--- src/iofa_defs.vh ---
// constants for the io function assignment bank
`ifndef IOFA_DEFS_VH
`define IOFA_DEFS_VH

// ****************************************
// parameter addresses
// ****************************************
`define IOFA_ADDR_MODE     16'h0506
`define IOFA_ADDR_IN1      16'h0702
`define IOFA_ADDR_IN2      16'h0704
`define IOFA_ADDR_IN4      16'h0708
`define IOFA_ADDR_IN5      16'h070A
`define IOFA_ADDR_IN6      16'h070C
`define IOFA_ADDR_OUT1     16'h0712
`define IOFA_ADDR_DIRECT   16'h0822

// ****************************************
// reset values
// ****************************************
`define IOFA_RST_MODE      16'h0003
`define IOFA_RST_IN        16'h0001
`define IOFA_RST_OUT       16'h0001
`define IOFA_RST_DIRECT    16'h0000

// ****************************************
// startup mode codes
// ****************************************
`define IOFA_MODE_NONE     16'h0000
`define IOFA_MODE_CURRENT  16'h0001
`define IOFA_MODE_SPEED    16'h0002
`define IOFA_MODE_PULSE    16'h0003
`define IOFA_MODE_JOG      16'h0005

// ****************************************
// input function codes
// ****************************************
`define IOFA_IN_FREE       16'h0001
`define IOFA_IN_RESET      16'h0002
`define IOFA_IN_HALT       16'h0004
`define IOFA_IN_POS        16'h0006
`define IOFA_IN_NEG        16'h0007
`define IOFA_IN_LIMIT      16'h0008
`define IOFA_IN_JOGP       16'h0009
`define IOFA_IN_JOG_DIRECTION_FUNCTION       16'h000A
`define IOFA_IN_JOG_SPEED_SELECT       16'h000B

// ****************************************
// output function codes
// ****************************************
`define IOFA_OUT_FREE      16'h0001
`define IOFA_OUT_NOERR     16'h0002
`define IOFA_OUT_READY     16'h0003
`define IOFA_OUT_BLOCKED   16'h0004
`define IOFA_OUT_POSWIN    16'h0005
`define IOFA_OUT_SPDWIN    16'h0006
`define IOFA_OUT_SPDTHR    16'h0007
`define IOFA_OUT_CURTHR    16'h0008
`define IOFA_OUT_HALTACK   16'h0009
`define IOFA_OUT_BRAKE     16'h000A

// ****************************************
// field positions and slots
// ****************************************
`define IOFA_DIRECT_LO1    0
`define IOFA_SLOT_IN2      3'h1
`define IOFA_SLOT_IN4      3'h2

`endif

--- src/iofa_bank.v ---
// io function assignment register bank with input and output mapping
//
// Notes on behaviour
// - The startup mode takes 0,1,2,3 or 5 and resets to 3 (pulse control).
// - Entering operation enable with local io control activates that mode.
// - Input codes 1 free, 6 and 7 permit motion, 8 limits speed.
// - Input codes 9 and 10 jog positive and negative, 11 picks jog speed.
// - Only input two also takes code 2, which resets the pending error.
// - Only input four also takes code 4, which commands a halt.
// - Output one codes 1 free, 2 no error, 3 ready, 4 direction blocked.
// - Output one codes 5 to 8 show position, speed windows and thresholds.
// - Output one code 9 shows halt acknowledge, 10 drives the brake.
// - A direct output write reaches output one only when it is free.
`timescale 1ns/1ps
`default_nettype none
`include "iofa_defs.vh"

module iofa_bank #(
  parameter NUM_IN = 5
) (
  // clock and reset
  input  wire        clk,
  input  wire        reset,
  // parameter access
  input  wire [15:0] parAddr,
  input  wire        parWrite,
  input  wire        parRead,
  input  wire [15:0] parWdata,
  output reg  [15:0] parRdata,
  output reg         parAck,
  output reg         parReject,
  // digital input pins: inputs 1,2,4,5,6
  input  wire [NUM_IN-1:0] inputPin,
  // drive state
  input  wire        operationEnableState,
  input  wire        commandInterfaceLocalIo,
  input  wire        noErrorIndication,
  input  wire        operatingReady,
  input  wire        directionBlockedIndication,
  input  wire        positionInWindow,
  input  wire        speedInWindow,
  input  wire        speedThresholdIndication,
  input  wire        currentThresholdIndication,
  input  wire        haltAcknowledge,
  input  wire        brakeRelease,
  // mode activation
  output reg         modeActivate,
  output reg  [15:0] activeMode,
  // motion requests
  output reg         positiveMotionPermit,
  output reg         negativeMotionPermit,
  output reg         speedLimitFunction,
  output reg         jogPositive,
  output reg         jogNegative,
  output reg         jogSpeedSelect,
  output reg         faultResetPulse,
  output reg         haltCommand,
  // digital output
  output reg         firstDigitalOutput
);

  // ****************************************
  // storage
  // ****************************************
  reg  [15:0]          startupMode_r;
  reg  [16*NUM_IN-1:0] inFunc_r;
  reg  [15:0]          outFunc_r;
  reg                  directOut_r;
  reg  [NUM_IN-1:0]    pinMeta_r;
  reg  [NUM_IN-1:0]    pinSync_r;
  reg                  opEnablePrev_r;
  reg                  faultLevelPrev_r;

  // ****************************************
  // code checks
  // ****************************************
  function modeValid;
    input [15:0] v;
    begin
      modeValid = (v == `IOFA_MODE_NONE) | (v == `IOFA_MODE_CURRENT) |
                  (v == `IOFA_MODE_SPEED) | (v == `IOFA_MODE_PULSE) |
                  (v == `IOFA_MODE_JOG);
    end
  endfunction

  function inValid;
    input [2:0]  slot;
    input [15:0] v;
    begin
      inValid = (v == `IOFA_IN_FREE) |
                ((v >= `IOFA_IN_POS) & (v <= `IOFA_IN_LIMIT)) |
                ((v >= `IOFA_IN_JOGP) & (v <= `IOFA_IN_JOG_SPEED_SELECT)) |
                ((slot == `IOFA_SLOT_IN2) & (v == `IOFA_IN_RESET)) |
                ((slot == `IOFA_SLOT_IN4) & (v == `IOFA_IN_HALT));
    end
  endfunction

  function outValid;
    input [15:0] v;
    begin
      outValid = (v >= `IOFA_OUT_FREE) & (v <= `IOFA_OUT_BRAKE);
    end
  endfunction

  // ****************************************
  // address decode
  // ****************************************
  reg        hitMode;
  reg        hitIn;
  reg        hitOut;
  reg        hitDirect;
  reg [2:0]  inSlot;
  reg        codeOk;
  reg [15:0] readValue;

  always @* begin
    hitMode   = (parAddr == `IOFA_ADDR_MODE);
    hitOut    = (parAddr == `IOFA_ADDR_OUT1);
    hitDirect = (parAddr == `IOFA_ADDR_DIRECT);
    hitIn     = 1'b1;
    inSlot    = 3'h0;
    case (parAddr)
      `IOFA_ADDR_IN1: inSlot = 3'h0;
      `IOFA_ADDR_IN2: inSlot = 3'h1;
      `IOFA_ADDR_IN4: inSlot = 3'h2;
      `IOFA_ADDR_IN5: inSlot = 3'h3;
      `IOFA_ADDR_IN6: inSlot = 3'h4;
      default:        hitIn  = 1'b0;
    endcase
    // refuse unlisted codes so the stored value survives
    if (hitMode) begin
      codeOk = modeValid(parWdata);
    end else if (hitIn) begin
      codeOk = inValid(inSlot, parWdata);
    end else if (hitOut) begin
      codeOk = outValid(parWdata);
    end else begin
      codeOk = hitDirect;
    end
    if (hitMode) begin
      readValue = startupMode_r;
    end else if (hitIn) begin
      readValue = inFunc_r[16*inSlot +: 16];
    end else if (hitOut) begin
      readValue = outFunc_r;
    end else if (hitDirect) begin
      readValue = {15'h0000, directOut_r};
    end else begin
      readValue = 16'h0000;
    end
  end

  // ****************************************
  // register writes and answers
  // ****************************************
  // write wins if both strobes come together
  always @(posedge clk) begin
    if (reset) begin
      startupMode_r <= `IOFA_RST_MODE;
      inFunc_r      <= {NUM_IN{`IOFA_RST_IN}};
      outFunc_r     <= `IOFA_RST_OUT;
      directOut_r   <= 1'b0;
      parRdata      <= 16'h0000;
      parAck        <= 1'b0;
      parReject     <= 1'b0;
    end else begin
      parAck    <= parWrite | parRead;
      parReject <= 1'b0;
      if (parWrite) begin
        if (!codeOk) begin
          parReject <= 1'b1;
        end else if (hitMode) begin
          startupMode_r <= parWdata;
        end else if (hitIn) begin
          inFunc_r[16*inSlot +: 16] <= parWdata;
        end else if (hitOut) begin
          outFunc_r <= parWdata;
        end else begin
          directOut_r <= parWdata[`IOFA_DIRECT_LO1];
        end
      end else if (parRead) begin
        parRdata  <= readValue;
        parReject <= ~(hitMode | hitIn | hitOut | hitDirect);
      end
    end
  end

  // ****************************************
  // input pin synchroniser
  // ****************************************
  always @(posedge clk) begin
    if (reset) begin
      pinMeta_r <= {NUM_IN{1'b0}};
      pinSync_r <= {NUM_IN{1'b0}};
    end else begin
      pinMeta_r <= inputPin;
      pinSync_r <= pinMeta_r;
    end
  end

  // ****************************************
  // per input decode
  // ****************************************
  wire [NUM_IN-1:0] posBlockV;
  wire [NUM_IN-1:0] negBlockV;
  wire [NUM_IN-1:0] limitV;
  wire [NUM_IN-1:0] jogPosV;
  wire [NUM_IN-1:0] jogNegV;
  wire [NUM_IN-1:0] jogFastV;
  wire [NUM_IN-1:0] resetV;
  wire [NUM_IN-1:0] haltV;

  genvar g;
  generate
    for (g = 0; g < NUM_IN; g = g + 1) begin : gIn
      iofa_input_decode uDec (
        .funcCode    (inFunc_r[16*g +: 16]),
        .inputLevel  (pinSync_r[g]),
        .posBlock    (posBlockV[g]),
        .negBlock    (negBlockV[g]),
        .speedLimit  (limitV[g]),
        .jogPos      (jogPosV[g]),
        .jogNeg      (jogNegV[g]),
        .jogFast     (jogFastV[g]),
        .faultReset  (resetV[g]),
        .haltRequest (haltV[g])
      );
    end
  endgenerate

  // ****************************************
  // motion requests
  // ****************************************
  // an unassigned permit leaves the direction free
  always @(posedge clk) begin
    if (reset) begin
      positiveMotionPermit <= 1'b0;
      negativeMotionPermit <= 1'b0;
      speedLimitFunction   <= 1'b0;
      jogPositive          <= 1'b0;
      jogNegative          <= 1'b0;
      jogSpeedSelect       <= 1'b0;
      haltCommand          <= 1'b0;
      faultResetPulse      <= 1'b0;
      faultLevelPrev_r     <= 1'b0;
    end else begin
      positiveMotionPermit <= ~|posBlockV;
      negativeMotionPermit <= ~|negBlockV;
      speedLimitFunction   <= |limitV;
      jogPositive          <= |jogPosV;
      jogNegative          <= |jogNegV;
      jogSpeedSelect       <= |jogFastV;
      haltCommand          <= |haltV;
      // one reset per activation, not a stream while held
      faultLevelPrev_r     <= |resetV;
      faultResetPulse      <= (|resetV) & ~faultLevelPrev_r;
    end
  end

  // ****************************************
  // startup mode activation
  // ****************************************
  always @(posedge clk) begin
    if (reset) begin
      opEnablePrev_r <= 1'b0;
      modeActivate   <= 1'b0;
      activeMode     <= `IOFA_MODE_NONE;
    end else begin
      opEnablePrev_r <= operationEnableState;
      modeActivate   <= 1'b0;
      if (operationEnableState & ~opEnablePrev_r &
          commandInterfaceLocalIo) begin
        modeActivate <= 1'b1;
        activeMode   <= startupMode_r;
      end
    end
  end

  // ****************************************
  // first digital output
  // ****************************************
  reg outNxt;

  always @* begin
    case (outFunc_r)
      `IOFA_OUT_FREE:    outNxt = directOut_r;
      `IOFA_OUT_NOERR:   outNxt = noErrorIndication;
      `IOFA_OUT_READY:   outNxt = operatingReady;
      `IOFA_OUT_BLOCKED: outNxt = directionBlockedIndication;
      `IOFA_OUT_POSWIN:  outNxt = positionInWindow;
      `IOFA_OUT_SPDWIN:  outNxt = speedInWindow;
      `IOFA_OUT_SPDTHR:  outNxt = speedThresholdIndication;
      `IOFA_OUT_CURTHR:  outNxt = currentThresholdIndication;
      `IOFA_OUT_HALTACK: outNxt = haltAcknowledge;
      `IOFA_OUT_BRAKE:   outNxt = brakeRelease;
      default:           outNxt = 1'b0;
    endcase
  end

  always @(posedge clk) begin
    if (reset) begin
      firstDigitalOutput <= 1'b0;
    end else begin
      firstDigitalOutput <= outNxt;
    end
  end

endmodule // iofa_bank

`default_nettype wire

--- src/iofa_input_decode.v ---
// decoder of one programmable input against its function code
`timescale 1ns/1ps
`default_nettype none
`include "iofa_defs.vh"

module iofa_input_decode (
  // function and level
  input  wire [15:0] funcCode,
  input  wire        inputLevel,
  // decoded requests
  output wire        posBlock,
  output wire        negBlock,
  output wire        speedLimit,
  output wire        jogPos,
  output wire        jogNeg,
  output wire        jogFast,
  output wire        faultReset,
  output wire        haltRequest
);

  // ****************************************
  // decode
  // ****************************************
  // a permit input that is low blocks its direction
  assign posBlock    = (funcCode == `IOFA_IN_POS) & ~inputLevel;
  assign negBlock    = (funcCode == `IOFA_IN_NEG) & ~inputLevel;
  assign speedLimit  = (funcCode == `IOFA_IN_LIMIT) & inputLevel;
  assign jogPos      = (funcCode == `IOFA_IN_JOGP) & inputLevel;
  assign jogNeg      = (funcCode == `IOFA_IN_JOG_DIRECTION_FUNCTION) & inputLevel;
  assign jogFast     = (funcCode == `IOFA_IN_JOG_SPEED_SELECT) & inputLevel;
  // only reachable where the code was accepted for this slot
  assign faultReset  = (funcCode == `IOFA_IN_RESET) & inputLevel;
  assign haltRequest = (funcCode == `IOFA_IN_HALT) & inputLevel;

endmodule // iofa_input_decode

`default_nettype wire

--- config.mk ---
export PLATFORM = sky130hd
export DESIGN_NAME = iofa_bank
export DESIGN_NICKNAME = d
export VERILOG_FILES = /design/src/iofa_bank.v /design/src/iofa_input_decode.v
export VERILOG_INCLUDE_DIRS = /design/src
export SDC_FILE = /design/constraint.sdc
export NUM_CORES = 1
export LEC_CHECK = 0
export BUFFER_PORTS_ARGS = -buffer_cell sky130_fd_sc_hd__buf_2
export CORE_MARGIN = 4
export CORE_UTILIZATION = 32
export CTS_CLUSTER_DIAMETER = 80
export DETAILED_ROUTE_END_ITERATION = 6
export MAX_ROUTING_LAYER = met4
export SYNTH_ARGS = -nofsm -noshare
export SYNTH_HDL_FRONTEND = slang
export SYNTH_SLANG_ARGS = --single-unit
--- constraint.sdc ---
create_clock -name clk -period 5.65 [get_ports clk]
set_input_delay 0.2825 -clock clk [delete_from_list [all_inputs] [get_ports clk]]
set_output_delay 0.2825 -clock clk [all_outputs]
set_load 0.02 [all_outputs]
==> flow_summary.toml <==
[status]
status = "complete, no violations"

[synthesis]
ys_async_sr_fraction_pct = 0
yosysUniqueCellTypes = 68
synthFlopType = "dfxtp_1"
syn-cell-area_mm2 = 0.00779
yosysTopAreaCell = "dfxtp_1"
netlist_instances = 900
yosysWarningCount = 0
syn_avg_cell_area_um2 = 8.65
synthTopCellsByArea = "dfxtp_1 (43%), nand2_1 (5.5%), a21oi_1 (4.9%)"
synth_edf_count = 0
syn_nets = 958
synth_top_area_share_pct = 43.5
synth-seq-cells = 169
yosysSeqAreaShare_pct = 43.5

[clocking]
clk_pin_slew_ns = 0.07
ctsHoldBuffers = 0
clock_latency_ns = 0.43
cts_resized = 0
cts.sinks = 169
cts_root_buf = "clkbuf_16"
cts_buffers = 17
htree_levels = 4
post_cts_buffers = 0
clockBufferDepth = 2
cts_tree = "done"

[power]
ir_drop_uv = 151
leakagePower_nw = 3.55
p_total_w = 0.00250
power_density_mw_per_mm2 = 275

[run]
maxCapViolations = 0

[die]
core_area_mm2 = 0.0237
fp.dieW_um = 164
dieArea_mm2 = 0.0269
row_count = 56
io_pins = 96
die_y_um = 164
initial_core_util_pct = 32.9

[cells_and_area]
layout.nets = 1020
syn_to_final_growth_pct = 16.7
final_util_pct = 38.4
layout-drive-gt1-share_pct = 18.3
antenna_cells = 0

[route]
dr.first_iter.drc_count = 506
drt-pass1-iter-count = 5
wl_per_cell_um = 16.9
route.detailed.drc = 0
vias_per_cell = 5.30
vias = 6861
routed_wl_um = 21900
ant_nets = 0

[global_routing]
grt_first_pass_wirelength_um = 35000
grtUsageTotal_pct = 16.9
grt_pass1_vias = 6444
antenna_found_initial = 0
overflow = 0
grt_max_degree = 49

[timing]
setup_viol = 0
tns_ns = 0
maxSlewHeadroom_pct = 29.0
finalHoldViolCount = 0
worst_pin_slew_ns = 1.06
post-route-min-period_ns = 3.83
worst_clock_skew_ns = 0.0130
min_period_over_period_pct = 67.7
grt_setup_unrepaired = "false"
fmax_ghz = 0.261
maxSlewViolCount = 0

[placed_design]
gp_congestion = 0.922
dp_hpwl_um = 16000
io_buffer_count = 95

[worst_setup_path]
arrival_ns = 4.19
ff2ff_path_depth = 5
endpoint_kind = "register"
critPathKind = "primary input to register"
worstPathRequired_ns = 6.01
crit_fanout = 15
crit_path_start = "parAddr[7]"
start_kind = "primary input"
r2r-start = "inFunc_r[72]$_SDFFE_PP0P_"

[worst_hold_path]
hold_class = "primary input to register"
min_from = "inputPin[4]"
whs_path_depth = 2
## logic make-up (layout without fill, tap and decap cells)
group	after synthesis	count (layout)	synth area share (%)
and+or+nand+nor	428	428	31.6
AOI/OAI and AO/OA	190	190	15.3
DFF	169	169	43.5
buffers and inverters	74	149	4.08
muxes	33	33	4.52
adders and majority gates	6	6	0.964
## cell usage after synthesis (all sizes together), types with 4 or more instances
cell type,instances
nand3,46
a22oi,15
nand2,115
nor3b,18
nand3b,5
o21ai,38
nand2b,8
inv,12
nor2,29
a31oi,10
nor4,26
and3,19
nor2b,16
nand4,9
dfxtp,169
nor3,18
or4,15
nor4b,4
nand4b,4
buf,16
and2,61
o22ai,4
and4,7
or2,5
a211oi,6
clkbuf,45
o211ai,16
mux2i,16
mux2,17
or4bb,4
ha,6
or3,8
a21oi,79
## critical path, cell delays in order
cell and delay, ns:
buf_2 0.12, or4_1 0.77, nor2_1 0.27, o21a_1 0.34
inv_1 0.14, ha_1 0.22, nand3b_1 0.09, a211oi_1 0.08
a211o_1 0.35, or3_1 0.66, a21oi_1 0.66, and2_1 0.21
## placed cells by master, fill, tap and decap left out, drive strengths merged, types with 8 or more instances in the layout
cell,netlist,final
dfxtp,169,169
nand2,115,115
buf,16,104
a21oi,79,79
and2,61,61
nand3,46,46
o21ai,38,38
nor2,29,29
nor4,26,26
and3,19,19
nor3b,18,18
nor3,18,18
inv,12,18
clkbuf,45,17
mux2,17,17
o211ai,16,16
mux2i,16,16
nor2b,16,16
a22oi,15,15
or4,15,15
a31oi,10,10
nand4,9,9
nand2b,8,8
or3,8,8
## metal layers
metal	global-route usage, %	up-vias	part of all wire [%]
met4	5.11	0	1.9
met2	25.1	233	45
met1	23.3	3205	47
li1	-	3386	-
met3	3.19	37	6.4
met5	-	-	0
## metrics by stage
step	hold slack (ns)	instances	setup slack [ns]	area (um2)
2_1_floorplan	0.367	900	2.29	7790
3_3_place_gp	0.373	1262	1.56	8480
3_5_place_dp	0.378	1262	1.40	8480
4_1_cts	0.0576	1294	1.85	9080
5_1_grt	0.0889	1294	1.45	9080
6_report	0.0722	1294	1.82	9080
## final timing paths
check | slack, ns | end
max | 1.82 | inFunc_r[56]$_SDFFE_PP0P_
min | 0.07 | pinMeta_r[4]$_SDFF_PP0_
min reg2reg | 0.38 | faultResetPulse$_SDFF_PP0_
max reg2reg | 3.23 | negativeMotionPermit$_SDFF_PP0_
## power by group
group | internal (W) | total (W) | switching (W) | leakage, nW
clock | 0.000597 | 0.00116 | 0.000561 | 0.283
combinational | 0.0000417 | 0.000134 | 0.0000919 | 1.90
sequential | 0.00120 | 0.00121 | 0.00000660 | 1.37
total | 0.00184 | 0.00250 | 0.000659 | 3.55
## registers in the layout, summed over array words and instances, names as in the netlist
| register | cells |
|---|---|
| firstDigitalOutput | 1 |
| faultResetPulse | 1 |
| parReject | 1 |
| parAck | 1 |
| haltCommand | 1 |
| activeMode | 16 |
| pinSync_r | 5 |
| inFunc_r | 80 |
| pinMeta_r | 5 |
| startupMode_r | 16 |
| negativeMotionPermit | 1 |
| opEnablePrev_r | 1 |
| jogNegative | 1 |
| parRdata | 16 |
| speedLimitFunction | 1 |
| outFunc_r | 16 |
| modeActivate | 1 |
| jogSpeedSelect | 1 |
| jogPositive | 1 |
| directOut_r | 1 |
| positiveMotionPermit | 1 |
| faultLevelPrev_r | 1 |
## area by class of cell
type	instances	area, um2
Inverter	13	48.8
Fill cell	2443	14600
Sequential cell	169	3380
Timing Repair Buffer	104	543
Multi-Input combinational cell	657	4110
Tap cell	319	399
Clock buffer	17	425
Clock inverter	15	178
Power figures use the tool's default switching activity.
